<file path="src/design/rpms_pkg.sv">
package rpms_pkg;
	localparam int CLK_MHZ = 100;
	localparam logic [7:0] CSC_OFFSET = 8'h00;
	localparam logic [7:0] STAT_OFFSET = 8'h04;
	localparam logic [7:0] CSC_RESET = 8'h01;
	localparam logic [7:0] CSC_PD_MASK = 8'hdc;
	localparam int CSC_STANDBY_BIT = 7;
	localparam int CSC_HALF_BIT = 4;
	localparam int CSC_RF_BIT = 5;
	localparam int CSC_RXONLY_BIT = 1;
	localparam int CSC_SUPPLY5_BIT = 0;
	localparam int WAKE_WINDOW_US = 100;
	localparam int WAKE_WINDOW_CYC = WAKE_WINDOW_US * CLK_MHZ;
	localparam int STANDBY_REC_US = 100;
	localparam int STANDBY_REC_CYC = STANDBY_REC_US * CLK_MHZ;
	localparam int MODE1_REC_US = 25;
	localparam int MODE1_REC_CYC = MODE1_REC_US * CLK_MHZ;
	localparam int SETTLE_CYC_DEF = 1000;
	localparam int AUX_DIV = 1667;
	localparam logic [1:0] RESP_OKAY = 2'b00;
	localparam logic [1:0] RESP_SLVERR = 2'b10;
	typedef enum logic [2:0] {
		RPMS_OFF, RPMS_SLEEP, RPMS_SETTLE, RPMS_WAKE_WAIT, RPMS_ACTIVE
	} rpms_state_e;
	typedef enum logic [2:0] {
		RPMS_M_OFF, RPMS_M_SLEEP, RPMS_M_STANDBY, RPMS_M_1,
		RPMS_M_2, RPMS_M_3, RPMS_M_4
	} rpms_mode_e;
endpackage

</file>
<file path="src/design/rpms_axil_slave.sv">
`timescale 1ns/1ps
module rpms_axil_slave (
	// Clock and reset.
	input wire logic aclk,
	input wire logic aresetn,
	// AXI4-Lite.
	input wire logic [7:0] awaddr,
	input wire logic awvalid,
	output logic awready,
	input wire logic [31:0] wdata,
	input wire logic [3:0] wstrb,
	input wire logic wvalid,
	output logic wready,
	output logic [1:0] bresp,
	output logic bvalid,
	input wire logic bready,
	input wire logic [7:0] araddr,
	input wire logic arvalid,
	output logic arready,
	output logic [31:0] rdata,
	output logic [1:0] rresp,
	output logic rvalid,
	input wire logic rready,
	// Register side.
	output logic wr_en,
	output logic [7:0] wr_addr,
	output logic [31:0] wr_data,
	output logic [3:0] wr_strb,
	output logic [7:0] rd_addr,
	input wire logic [31:0] rd_data,
	input wire logic rd_ok,
	input wire logic wr_ok
);
	import rpms_pkg::*;
	typedef struct packed {
		logic aw_full;
		logic w_full;
		logic [7:0] awaddr;
		logic [31:0] wdata;
		logic [3:0] wstrb;
		logic bvalid;
		logic [1:0] bresp;
		logic rvalid;
		logic [31:0] rdata;
		logic [1:0] rresp;
		logic aw_rdy;
		logic w_rdy;
		logic ar_rdy;
	} rpms_bus_s;
	rpms_bus_s st, next_st;
	logic do_wr;

	// Readies are held in flops so no bus output hangs on a gate path.
	assign awready = st.aw_rdy;
	assign wready = st.w_rdy;
	assign arready = st.ar_rdy;
	assign bvalid = st.bvalid;
	assign bresp = st.bresp;
	assign rvalid = st.rvalid;
	assign rdata = st.rdata;
	assign rresp = st.rresp;
	assign do_wr = st.aw_full && st.w_full && !st.bvalid;
	assign wr_en = do_wr;
	assign wr_addr = st.awaddr;
	assign wr_data = st.wdata;
	assign wr_strb = st.wstrb;
	assign rd_addr = araddr;

	always_comb begin
		next_st = st;
		if (awvalid && awready) begin
			next_st.aw_full = 1'b1;
			next_st.awaddr = awaddr;
		end
		if (wvalid && wready) begin
			next_st.w_full = 1'b1;
			next_st.wdata = wdata;
			next_st.wstrb = wstrb;
		end
		if (do_wr) begin
			next_st.aw_full = 1'b0;
			next_st.w_full = 1'b0;
			next_st.bvalid = 1'b1;
			next_st.bresp = wr_ok ? RESP_OKAY : RESP_SLVERR;
		end
		if (st.bvalid && bready)
			next_st.bvalid = 1'b0;
		if (arvalid && arready) begin
			next_st.rvalid = 1'b1;
			next_st.rdata = rd_ok ? rd_data : 32'h0000_0000;
			next_st.rresp = rd_ok ? RESP_OKAY : RESP_SLVERR;
		end else if (st.rvalid && rready) begin
			next_st.rvalid = 1'b0;
		end
		next_st.aw_rdy = !next_st.aw_full && !next_st.bvalid;
		next_st.w_rdy = !next_st.w_full && !next_st.bvalid;
		next_st.ar_rdy = !next_st.rvalid;
	end

	always_ff @(posedge aclk) begin
		if (!aresetn)
			st <= '0;
		else
			st <= next_st;
	end
endmodule

</file>
<file path="src/design/rpms_sequencer.sv">
`timescale 1ns/1ps
module rpms_sequencer #(
	parameter int SETTLE_CYC = rpms_pkg::SETTLE_CYC_DEF,
	parameter int WAKE_CYC = rpms_pkg::WAKE_WINDOW_CYC,
	parameter int STANDBY_CYC = rpms_pkg::STANDBY_REC_CYC,
	parameter int MODE1_CYC = rpms_pkg::MODE1_REC_CYC
) (
	// Clock and reset.
	input wire logic aclk,
	input wire logic aresetn,
	// Enable pins from the host.
	input wire logic main_enable,
	input wire logic secondary_wake_pin,
	// AXI4-Lite register port.
	input wire logic [7:0] awaddr,
	input wire logic awvalid,
	output logic awready,
	input wire logic [31:0] wdata,
	input wire logic [3:0] wstrb,
	input wire logic wvalid,
	output logic wready,
	output logic [1:0] bresp,
	output logic bvalid,
	input wire logic bready,
	input wire logic [7:0] araddr,
	input wire logic arvalid,
	output logic arready,
	output logic [31:0] rdata,
	output logic [1:0] rresp,
	output logic rvalid,
	input wire logic rready,
	// Power controls.
	output logic digital_supply_on,
	output logic oscillator_on,
	output logic transmitter_on,
	output logic transmitter_half_power,
	output logic receiver_on,
	output logic supply_5v_config,
	output logic host_clock_output,
	output logic host_clock_fast,
	output logic host_ready,
	output logic full_operation
);
	import rpms_pkg::*;

	typedef struct packed {
		logic [1:0] en_meta;
		logic [1:0] en_sync;
		logic [1:0] wk_meta;
		logic [1:0] wk_sync;
		logic wk_prev;
		rpms_state_e state;
		logic pin_wake;
		logic [31:0] cnt;
		logic [7:0] csc;
		rpms_mode_e mode;
		logic [31:0] rec_cnt;
		logic [15:0] div_cnt;
		logic aux_clk;
		logic dsup;
		logic osc;
		logic tx;
		logic txh;
		logic rx;
		logic s5;
		logic clk_out;
		logic fast;
		logic ready;
		logic full_op;
	} rpms_seq_s;

	rpms_seq_s st, next_st;
	logic wr_en;
	logic [7:0] wr_addr;
	logic [31:0] wr_data;
	logic [3:0] wr_strb;
	logic [7:0] rd_addr;
	logic [31:0] rd_data;
	logic rd_ok;
	logic wr_ok;
	logic en_s;
	logic wk_s;
	logic aux_tick;

	// Picks the operating mode from the control byte.
	function automatic rpms_mode_e decode_mode(input logic [7:0] c);
		if (c[CSC_STANDBY_BIT])
			return RPMS_M_STANDBY;
		else if (c[CSC_RF_BIT])
			return c[CSC_HALF_BIT] ? RPMS_M_3 : RPMS_M_4;
		else if (c[CSC_RXONLY_BIT])
			return RPMS_M_2;
		else
			return RPMS_M_1;
	endfunction

	function automatic logic addr_known(input logic [7:0] a);
		return a == CSC_OFFSET || a == STAT_OFFSET;
	endfunction

	rpms_axil_slave u_bus (
		.aclk(aclk),
		.aresetn(aresetn),
		.awaddr(awaddr),
		.awvalid(awvalid),
		.awready(awready),
		.wdata(wdata),
		.wstrb(wstrb),
		.wvalid(wvalid),
		.wready(wready),
		.bresp(bresp),
		.bvalid(bvalid),
		.bready(bready),
		.araddr(araddr),
		.arvalid(arvalid),
		.arready(arready),
		.rdata(rdata),
		.rresp(rresp),
		.rvalid(rvalid),
		.rready(rready),
		.wr_en(wr_en),
		.wr_addr(wr_addr),
		.wr_data(wr_data),
		.wr_strb(wr_strb),
		.rd_addr(rd_addr),
		.rd_data(rd_data),
		.rd_ok(rd_ok),
		.wr_ok(wr_ok)
	);

	assign wr_ok = addr_known(wr_addr);
	assign rd_ok = addr_known(rd_addr);
	assign en_s = st.en_sync[0];
	assign wk_s = st.wk_sync[0];
	// The divider constant is one whole slow period, so tick every half.
	assign aux_tick = st.div_cnt == 16'(AUX_DIV / 2 - 1);

	always_comb begin
		rd_data = 32'h0000_0000;
		if (rd_addr == CSC_OFFSET)
			rd_data = {24'h00_0000, st.csc};
		else if (rd_addr == STAT_OFFSET)
			rd_data = {24'h00_0000, st.ready, st.fast, st.mode, st.state};
	end

	always_comb begin
		next_st = st;
		// Only the second stage feeds logic; the first is metastability guard.
		next_st.en_meta = {main_enable, 1'b0};
		next_st.en_sync = {1'b0, st.en_meta[1]};
		next_st.wk_meta = {secondary_wake_pin, 1'b0};
		next_st.wk_sync = {1'b0, st.wk_meta[1]};
		next_st.wk_prev = wk_s;
		next_st.div_cnt = aux_tick ? 16'h0000 : st.div_cnt + 16'h0001;
		if (aux_tick)
			next_st.aux_clk = !st.aux_clk;
		if (st.cnt != 32'h0000_0000)
			next_st.cnt = st.cnt - 32'h0000_0001;
		if (st.rec_cnt != 32'h0000_0000)
			next_st.rec_cnt = st.rec_cnt - 32'h0000_0001;
		if (wr_en && wr_addr == CSC_OFFSET && wr_strb[0])
			next_st.csc = wr_data[7:0];

		unique case (st.state)
			RPMS_OFF: begin
				if (en_s || (wk_s && !st.wk_prev)) begin
					next_st.state = RPMS_SETTLE;
					next_st.pin_wake = !en_s;
					next_st.cnt = 32'(SETTLE_CYC);
				end else if (wk_s) begin
					next_st.state = RPMS_SLEEP;
				end
			end
			RPMS_SLEEP: begin
				if (en_s) begin
					next_st.state = RPMS_SETTLE;
					next_st.pin_wake = 1'b0;
					next_st.cnt = 32'(SETTLE_CYC);
				end else if (!wk_s) begin
					next_st.state = RPMS_OFF;
				end
			end
			RPMS_SETTLE: begin
				// A settled regulator and oscillator gate the clock switch.
				if (st.cnt == 32'h0000_0000) begin
					next_st.state = st.pin_wake ? RPMS_WAKE_WAIT : RPMS_ACTIVE;
					next_st.cnt = 32'(WAKE_CYC);
				end
			end
			RPMS_WAKE_WAIT: begin
				if (en_s)
					next_st.state = RPMS_ACTIVE;
				else if (st.cnt == 32'h0000_0000)
					next_st.state = wk_s ? RPMS_SLEEP : RPMS_OFF;
			end
			RPMS_ACTIVE: begin
				if (!en_s)
					next_st.state = wk_s ? RPMS_SLEEP : RPMS_OFF;
			end
			default: next_st.state = RPMS_OFF;
		endcase

		// A pin wake leaves the device as it would be with no main enable.
		if (next_st.state == RPMS_OFF && st.state != RPMS_OFF)
			next_st.csc = st.csc & CSC_PD_MASK | CSC_RESET;
		if (st.state == RPMS_OFF)
			next_st.csc = CSC_RESET;

		// Mode bits only matter once the main enable holds the device up.
		if (next_st.state == RPMS_ACTIVE && en_s)
			next_st.mode = decode_mode(next_st.csc);
		else if (next_st.state == RPMS_OFF)
			next_st.mode = RPMS_M_OFF;
		else if (next_st.state == RPMS_SLEEP)
			next_st.mode = RPMS_M_SLEEP;
		else
			next_st.mode = RPMS_M_1;

		// Recovery from a low-power mode holds off full operation.
		if (st.mode == RPMS_M_STANDBY && next_st.mode != RPMS_M_STANDBY)
			next_st.rec_cnt = 32'(STANDBY_CYC);
		else if (st.mode == RPMS_M_1 && next_st.mode != RPMS_M_1
			&& next_st.mode != RPMS_M_OFF && next_st.mode != RPMS_M_SLEEP)
			next_st.rec_cnt = 32'(MODE1_CYC);

		next_st.dsup = next_st.state != RPMS_OFF;
		next_st.osc = next_st.state == RPMS_SETTLE
			|| next_st.state == RPMS_WAKE_WAIT
			|| next_st.state == RPMS_ACTIVE;
		next_st.fast = next_st.state == RPMS_WAKE_WAIT
			|| next_st.state == RPMS_ACTIVE;
		next_st.ready = st.fast && next_st.fast;
		next_st.tx = next_st.mode == RPMS_M_3 || next_st.mode == RPMS_M_4;
		next_st.txh = next_st.mode == RPMS_M_3;
		next_st.rx = next_st.tx || next_st.mode == RPMS_M_2;
		next_st.s5 = next_st.csc[CSC_SUPPLY5_BIT];
		next_st.full_op = next_st.fast && next_st.rec_cnt == 32'h0000_0000
			&& next_st.mode != RPMS_M_STANDBY
			&& next_st.mode != RPMS_M_1;
		// Fast output is the system clock itself only in a real chip; here the
		// pin toggles every cycle, the slow clock drives it in sleep and settle, and it is low when off.
		if (next_st.fast)
			next_st.clk_out = !st.clk_out;
		else if (next_st.state != RPMS_OFF)
			next_st.clk_out = next_st.aux_clk;
		else
			next_st.clk_out = 1'b0;
	end

	always_ff @(posedge aclk) begin
		if (!aresetn) begin
			st <= '0;
			st.csc <= CSC_RESET;
			st.state <= RPMS_OFF;
			st.mode <= RPMS_M_OFF;
		end else begin
			st <= next_st;
		end
	end

	assign digital_supply_on = st.dsup;
	assign oscillator_on = st.osc;
	assign transmitter_on = st.tx;
	assign transmitter_half_power = st.txh;
	assign receiver_on = st.rx;
	assign supply_5v_config = st.s5;
	assign host_clock_output = st.clk_out;
	assign host_clock_fast = st.fast;
	assign host_ready = st.ready;
	assign full_operation = st.full_op;

	AST_OFF_ALL: assert property (@(posedge aclk)
		disable iff (!aresetn)
		st.state == RPMS_OFF |-> !st.dsup && !st.tx && !st.rx && !st.fast)
		else $error("power down leaves something on");
	AST_SLEEP_SLOW: assert property (@(posedge aclk)
		disable iff (!aresetn)
		st.state == RPMS_SLEEP |-> st.dsup && !st.fast && !st.tx && !st.rx)
		else $error("sleep state outputs wrong");
	AST_WAKE_EDGE: assert property (@(posedge aclk)
		disable iff (!aresetn)
		st.state == RPMS_OFF && wk_s && !st.wk_prev |=> st.state == RPMS_SETTLE)
		else $error("wake edge did not start settling");
	AST_SETTLE_TIME: assert property (@(posedge aclk)
		disable iff (!aresetn)
		$rose(st.osc) |-> !st.fast [*2])
		else $error("fast clock before settling");
	AST_READY_AFTER: assert property (@(posedge aclk)
		disable iff (!aresetn)
		st.ready |-> $past(st.fast))
		else $error("ready before clock switch");
	AST_WAKE_FALL: assert property (@(posedge aclk)
		disable iff (!aresetn)
		st.state == RPMS_WAKE_WAIT && st.cnt == 32'h0000_0000 && !en_s
		&& !wk_s |=> st.state == RPMS_OFF)
		else $error("unconfirmed wake did not power down");
	AST_CONFIRM: assert property (@(posedge aclk)
		disable iff (!aresetn)
		st.state == RPMS_WAKE_WAIT && en_s |=> st.state == RPMS_ACTIVE)
		else $error("main enable did not confirm wake");
	AST_MODE_GATE: assert property (@(posedge aclk)
		disable iff (!aresetn)
		st.tx |-> $past(en_s))
		else $error("mode bits acted without main enable");
	AST_FULL: assert property (@(posedge aclk)
		disable iff (!aresetn)
		st.mode == RPMS_M_4 |-> st.tx && st.rx && !st.txh)
		else $error("mode 4 outputs wrong");
	AST_PD_CLEAR: assert property (@(posedge aclk)
		disable iff (!aresetn)
		st.state == RPMS_OFF && $past(st.state) == RPMS_OFF
		|-> st.csc == CSC_RESET)
		else $error("control not cleared in power down");
endmodule

</file>
<file path="config.mk">
export PLATFORM = sky130hd
export DESIGN_NAME = rpms_sequencer
export DESIGN_NICKNAME = d
export VERILOG_FILES = /design/src/design/rpms_pkg.sv /design/src/design/rpms_axil_slave.sv /design/src/design/rpms_sequencer.sv
export SDC_FILE = /design/constraint.sdc
export NUM_CORES = 1
export LEC_CHECK = 0
export BUFFER_PORTS_ARGS = -buffer_cell sky130_fd_sc_hd__buf_2
export CORE_ASPECT_RATIO = 0.75
export CORE_UTILIZATION = 40
export CTS_BUF_LIST = sky130_fd_sc_hd__clkbuf_16
export CTS_CLUSTER_SIZE = 16
export DETAILED_ROUTE_END_ITERATION = 10
export PLACE_DENSITY = 0.59
export SETUP_SLACK_MARGIN = 0.2
export SYNTH_ARGS = -nofsm -noshare
export SYNTH_HDL_FRONTEND = slang
export SYNTH_SLANG_ARGS = --single-unit
</file>
<file path="constraint.sdc">
create_clock -name aclk -period 3.3 [get_ports aclk]
set_input_delay 0.66 -clock aclk [delete_from_list [all_inputs] [get_ports aclk]]
set_output_delay 0.66 -clock aclk [all_outputs]
set_load 0.02 [all_outputs]
</file>
Word level (Yosys, flattened, before mapping)
Index checks and enable logic that the tools add are counted.
Storage, ports and cells
  flip-flop bits (word level): 171
  input port bits: 61
  output and inout port bits: 51
Cells by class
  $add $sub $neg: 3
  equality and inequality tests: 21
  multiplexer cells: 45
  bitwise logic cells: 2
  reductions and logical operators: 55
Operators with widths (number)
  $mux 32: 5
  $pmux 32 s3: 1
  $mux 33: 2
  $logic_not 32->1: 2
  $reduce_bool 32->1: 2
  $sub 32x1->32 const B: 2
  $mux 8: 6
  $mux 3: 14
  $logic_and 1x1->1: 22
  $eq 3x2->1 const B: 6
  $add 16x1->16 const B: 1
  $eq 16x10->1 const B: 1
  $eq 8x3->1 const B: 2
  $logic_not 8->1: 2
  $eq 3x3->1 const B: 5
  $pmux 3 s5: 1
  $mux 2: 6
  $logic_not 1->1: 9
  $mux 1: 9
  $reduce_bool 3->1: 3
  $logic_or 1x1->1: 8
  $eq 3x1->1 const B: 2
  $logic_not 3->1: 2
  $ne 3x2->1 const B: 2
  8 further kinds: 11

Depth between registers and ports, before layout
  depth after elaboration: 23
  depth in mapped cells: 13
  mapped depth without buffers: 11

Hierarchy
A second synthesis with hierarchy kept.
Unflattened totals
  cells, all modules: 1165
  area, all modules: 10042.1 um2
By module, submodules not included
  rpms_sequencer: times used 1, cells an instance 711, area an instance 5903.2 um2
  rpms_axil_slave: times used 1, cells an instance 454, area an instance 4139.0 um2

Worst setup path after synthesis
Ideal clock, no wire load.
  kind: register to register
  start point: register st[70] in the netlist's numbering
  end point: register st[43] in the netlist's numbering
  library setup time: 0.118 ns
  arrival time: 3.165 ns
  data required time: 3.182 ns
  setup slack: 0.017 ns
  cell stages (with the launch flop): 12
  buffers on the path: 1
  period minus slack after synthesis: 3.283 ns
  cells stage by stage: dfxtp_1 > inv_1 > ha_1 > or4b_1 > or4_4 > o31ai_4 > a32oi_2 > o41ai_2 > o21ai_2 > a311oi_4 > buf_6 > nor2_2
On the way
  word-level cells in the longest chain between the ends: 18
Ends and longest elaborated chain
  from (decl): line rpms_sequencer.sv:72  | rpms_seq_s st, next_st;
  from (signal assigned): line rpms_sequencer.sv:257  | st <= next_st;
  $logic_not 32->1 *: line rpms_sequencer.sv:185, rpms_sequencer.sv:193
  $mux 3: line rpms_sequencer.sv:193  | else if (st.cnt == 32'h0000_0000)
  $mux 3: line rpms_sequencer.sv:191  | if (en_s)
  $pmux 3 s5 *: line rpms_sequencer.sv:164  | unique case (st.state)
  $logic_not 3->1: line rpms_sequencer.sv:204, rpms_sequencer.sv:212
  $logic_and 1x1->1: line rpms_sequencer.sv:204  | if (next_st.state == RPMS_OFF && st.state != RPMS_OFF)
  $mux 8: line rpms_sequencer.sv:204
  $mux 8: line rpms_sequencer.sv:206  | if (st.state == RPMS_OFF)
  $mux 3 or $mux 2 (tied branches): line rpms_sequencer.sv:91, rpms_sequencer.sv:90
  $mux 3: line rpms_sequencer.sv:89  | else if (c[CSC_RF_BIT])
  $mux 3: line rpms_sequencer.sv:87  | if (c[CSC_STANDBY_BIT])
  $mux 3 *: line rpms_sequencer.sv:210  | if (next_st.state == RPMS_ACTIVE && en_s)
  $ne 3x2->1: line rpms_sequencer.sv:222  | else if (st.mode == RPMS_M_1 && next_st.mode != RPMS_M_1
  $logic_and 1x1->1: line rpms_sequencer.sv:222
  $logic_and 1x1->1 (2 in a row): line rpms_sequencer.sv:223  | && next_st.mode != RPMS_M_OFF && next_st.mode != RPMS_M_SLEEP)
  $mux 32: line rpms_sequencer.sv:222
  $mux 32 *: line rpms_sequencer.sv:220  | if (st.mode == RPMS_M_STANDBY && next_st.mode != RPMS_M_STANDBY)
Mark *: on every way between the ends. The rest lies on a longest branch, timed or not.
A chain may end at the register's enable or synchronous reset.

Worst setup path after layout
  start point: register st[85] in the netlist's numbering
  end point: register st[44] in the netlist's numbering
Same word-level chain as after synthesis.

==> impl_metrics.ini <==
[layout]
antenna-diode-count = 0
nNetsFinal = 1008
final_area_mm2 = 0.00865
drive_above_1_share_pct = 22.1
final_core_util_pct = 50.7
area_growth_pct = 22.3

[drt]
wl_per_cell_um = 14.3
detail-route-antenna-nets = 0
vias_per_cell = 5.11
drc = 0
drt-initial-drc-count = 408
dr.pass1.iters = 5
vias = 6075
wirelength_um = 17000

[global_route]
globalRouteOverflowTotal = 0
grt_max_degree = 54
antenna_found_initial = 0
grt_pass1_wl_um = 27600
grt_pass1_vias = 5390
grt_util_all_layers_pct = 19.5

[floorplanning]
rows = 41
die-area_mm2 = 0.0182
dieWidth_um = 156
ioPinCount = 112
die-height_um = 117
start_util_pct = 41.4
coreArea_mm2 = 0.0171

[yosys]
synth_cells = 840
syn_avg_cell_area_um2 = 8.42
yosysWarningCount = 0
yosysTopAreaCell = dfxtp_1
yosys-top-cells-area = dfxtp_1 (41%), nor2_1 (5.5%), a21oi_1 (4.5%), nand2_1 (4.4%), xor2_1 (4.2%)
synth-edff-count = 0
synth_top_area_share_pct = 41.0
synth_cell_types = 72
synth_top_flop_cell = dfxtp_1
synth_common_cells = dfxtp_1 (145), nor2_1 (103), nand2_1 (82)
synth_area_mm2 = 0.00707
synth_async_sr_flop_share_pct = 0
synth_seq_cells = 145
ys_seq_area_share_pct = 41.0
yosysMostFrequentCell = dfxtp_1

[clock_tree]
cts-root-buf = clkbuf_16
htreeDepth = 4
clkSlewWorstSetupHoldPaths_ps = 60
cts.sinks = 145
cts_tree = built
cts_made_buffers = 17
clk_latency_ps = 420
clk_path_buf_depth = 2

[power]
sequentialPowerShare_pct = 29.1
powerDensity_mw_per_mm2 = 974
p_clk_share_pct = 24.3
power_frac_comb_pct = 46.6
netSwitchingPower_uw = 3290
p_total_uw = 8430
p_leak_uw = 0.00344
netSwitchingFraction_pct = 39.0
ir_worst_vdd_uv = 378
p_int_uw = 5140

[place]
gp_congestion = 0.866
place_area_mm2 = 0.00783
portBuffers = 58
place_ws_ps = -19.5
dp_hpwl_um = 12200

[timing]
slew_viol_final = 0
fin_skew_ps = 8.67
finalSetupViolCount = 0
fin_crit_ps = 3220
tightest_slew_ps = 631
fin_crit_sh_pct = 97.5
slew_headroom_pct = 57.5
setup_slack_ps = 81.5
fmax_mhz = 311
rsz0062_at_grt = yes
finalHoldViolCount = 0

[critical_path]
path_max_fanout = 23
start_kind = flip-flop
critPathKind = flip-flop to flip-flop
crit_required_ps = 3610
cp_data_arrival_time_ps = 3530
end_kind = flip-flop

[outcome]
status = finished clean

[job]
drv_cap = 0

[worst_hold_path]
hold_class = flip-flop to flip-flop
## state kept, by name, summed over array words and instances (netlist names), 2 cells and up
signal         cells
u_bus.rdata        8
next_st            3
u_bus.wr_addr      8
u_bus.wr_data      8
st                97
u_bus.st           2
## worst paths after layout
kind	startpoint	to	slack, ps	cells after the start
setup / recovery	st[85]	st[44]	80	10
hold / removal	next_st[107]	next_st[106]	440	1
setup reg to reg	st[85]	st[44]	80	10
hold reg to reg	next_st[107]	next_st[106]	440	1
## cells by family (layout without fill, tap and decap cells)
logic type,count (synthesis),after routing,synth area share (%)
buffers and inverters,80,168,6.38
flip-flops,145,145,41.0
XOR/XNOR,62,62,7.68
multiplexers,13,13,1.84
adder cells (fa/ha/maj),6,6,1.06
AO/OA/AOI/OAI,150,150,14.6
other,1,26,0.0530
AND/OR/NAND/NOR,383,383,27.4
## worst max-delay path, stage by stage (launching register included)
cell and delay [ps]:
dfxtp_2 310, or4_4 550, or4_4 560, o31ai_4 190, buf_6 150, nand3_4 110
o41ai_4 440, o21ai_2 140, a311oi_4 320, buf_12 240, nor2b_1 70
## routing by layer
metal  global-route usage (%)  part of all wire [%]  wire length (um)  vias to the layer above
met5                        0                     0                 0                        -
met4                     5.69                   1.0               176                        0
met3                     5.08                   7.0              1190                       16
met2                     26.1                    37              6380                      188
met1                     29.9                    55              9300                     2770
li1                         -                     -                 -                     3101
## what timing repair did
action	4_1_cts	5_1_grt
gates cloned	0	0
buffers inserted	5	0
hold buffers	0	0
setup endpoints to repair	34	36
gates resized for setup	12	21
pin swaps	8	5
## layout by cell type, fill, tap and decap left out, drive strengths merged, types with 3 or more instances in the layout
cell / synthesis / final
nor3b: 5 / 5
and2: 14 / 14
or3: 15 / 15
inv: 15 / 17
o41ai: 4 / 4
nand4: 8 / 8
ha: 6 / 6
clkbuf: 23 / 17
dfxtp: 145 / 145
a311oi: 4 / 4
a2111oi: 4 / 4
mux2i: 13 / 13
o21ai: 24 / 24
nand2: 82 / 82
a211oi: 7 / 7
and3: 10 / 10
nor4b: 3 / 3
nor2b: 10 / 10
xor2: 34 / 34
bufinv: 0 / 5
or4: 11 / 11
xnor2: 28 / 28
nor4: 18 / 18
clkinv: 0 / 5
a221oi: 3 / 3
o21a: 7 / 7
nand2b: 9 / 9
a21oi: 66 / 66
buf: 42 / 122
a21o: 3 / 3
nand3: 21 / 21
nand3b: 7 / 7
o31ai: 7 / 7
conb: 1 / 26
nor3: 38 / 38
nor2: 121 / 121
o2111ai: 3 / 3
and4: 3 / 3
## cell type report
type | instances | area [um2]
sequential | 145 | 2910
fill | 1648 | 8430
multi-input combinational | 640 | 3980
clock inverter | 14 | 198
clock buffer | 17 | 425
tap | 236 | 295
timing repair buffer | 122 | 791
inverter | 15 | 56.3
## power groups by stage
| stage | logic, uW | clock network [uW] | registers (uW) |
|---|---|---|---|
| 6_report | 3930 | 2050 | 2450 |
| 5_1_grt | 4300 | 2170 | 2510 |
| 4_1_cts | 3730 | 2090 | 2450 |
| 3_5_place_dp | 3660 | 0 | 2470 |
| 3_3_place_gp | 3640 | 0 | 2470 |
| 2_1_floorplan | 2560 | 0 | 2440 |
## per-stage QoR
step	cells	setup TNS, ps	hold WS [ps]
2_1_floorplan	865	0	412
3_3_place_gp	1153	0	422
3_5_place_dp	1153	-110	423
4_1_cts	1189	0	433
5_1_grt	1189	-411	433
6_report	1189	0	440
(Power assumes the default switching activity.)
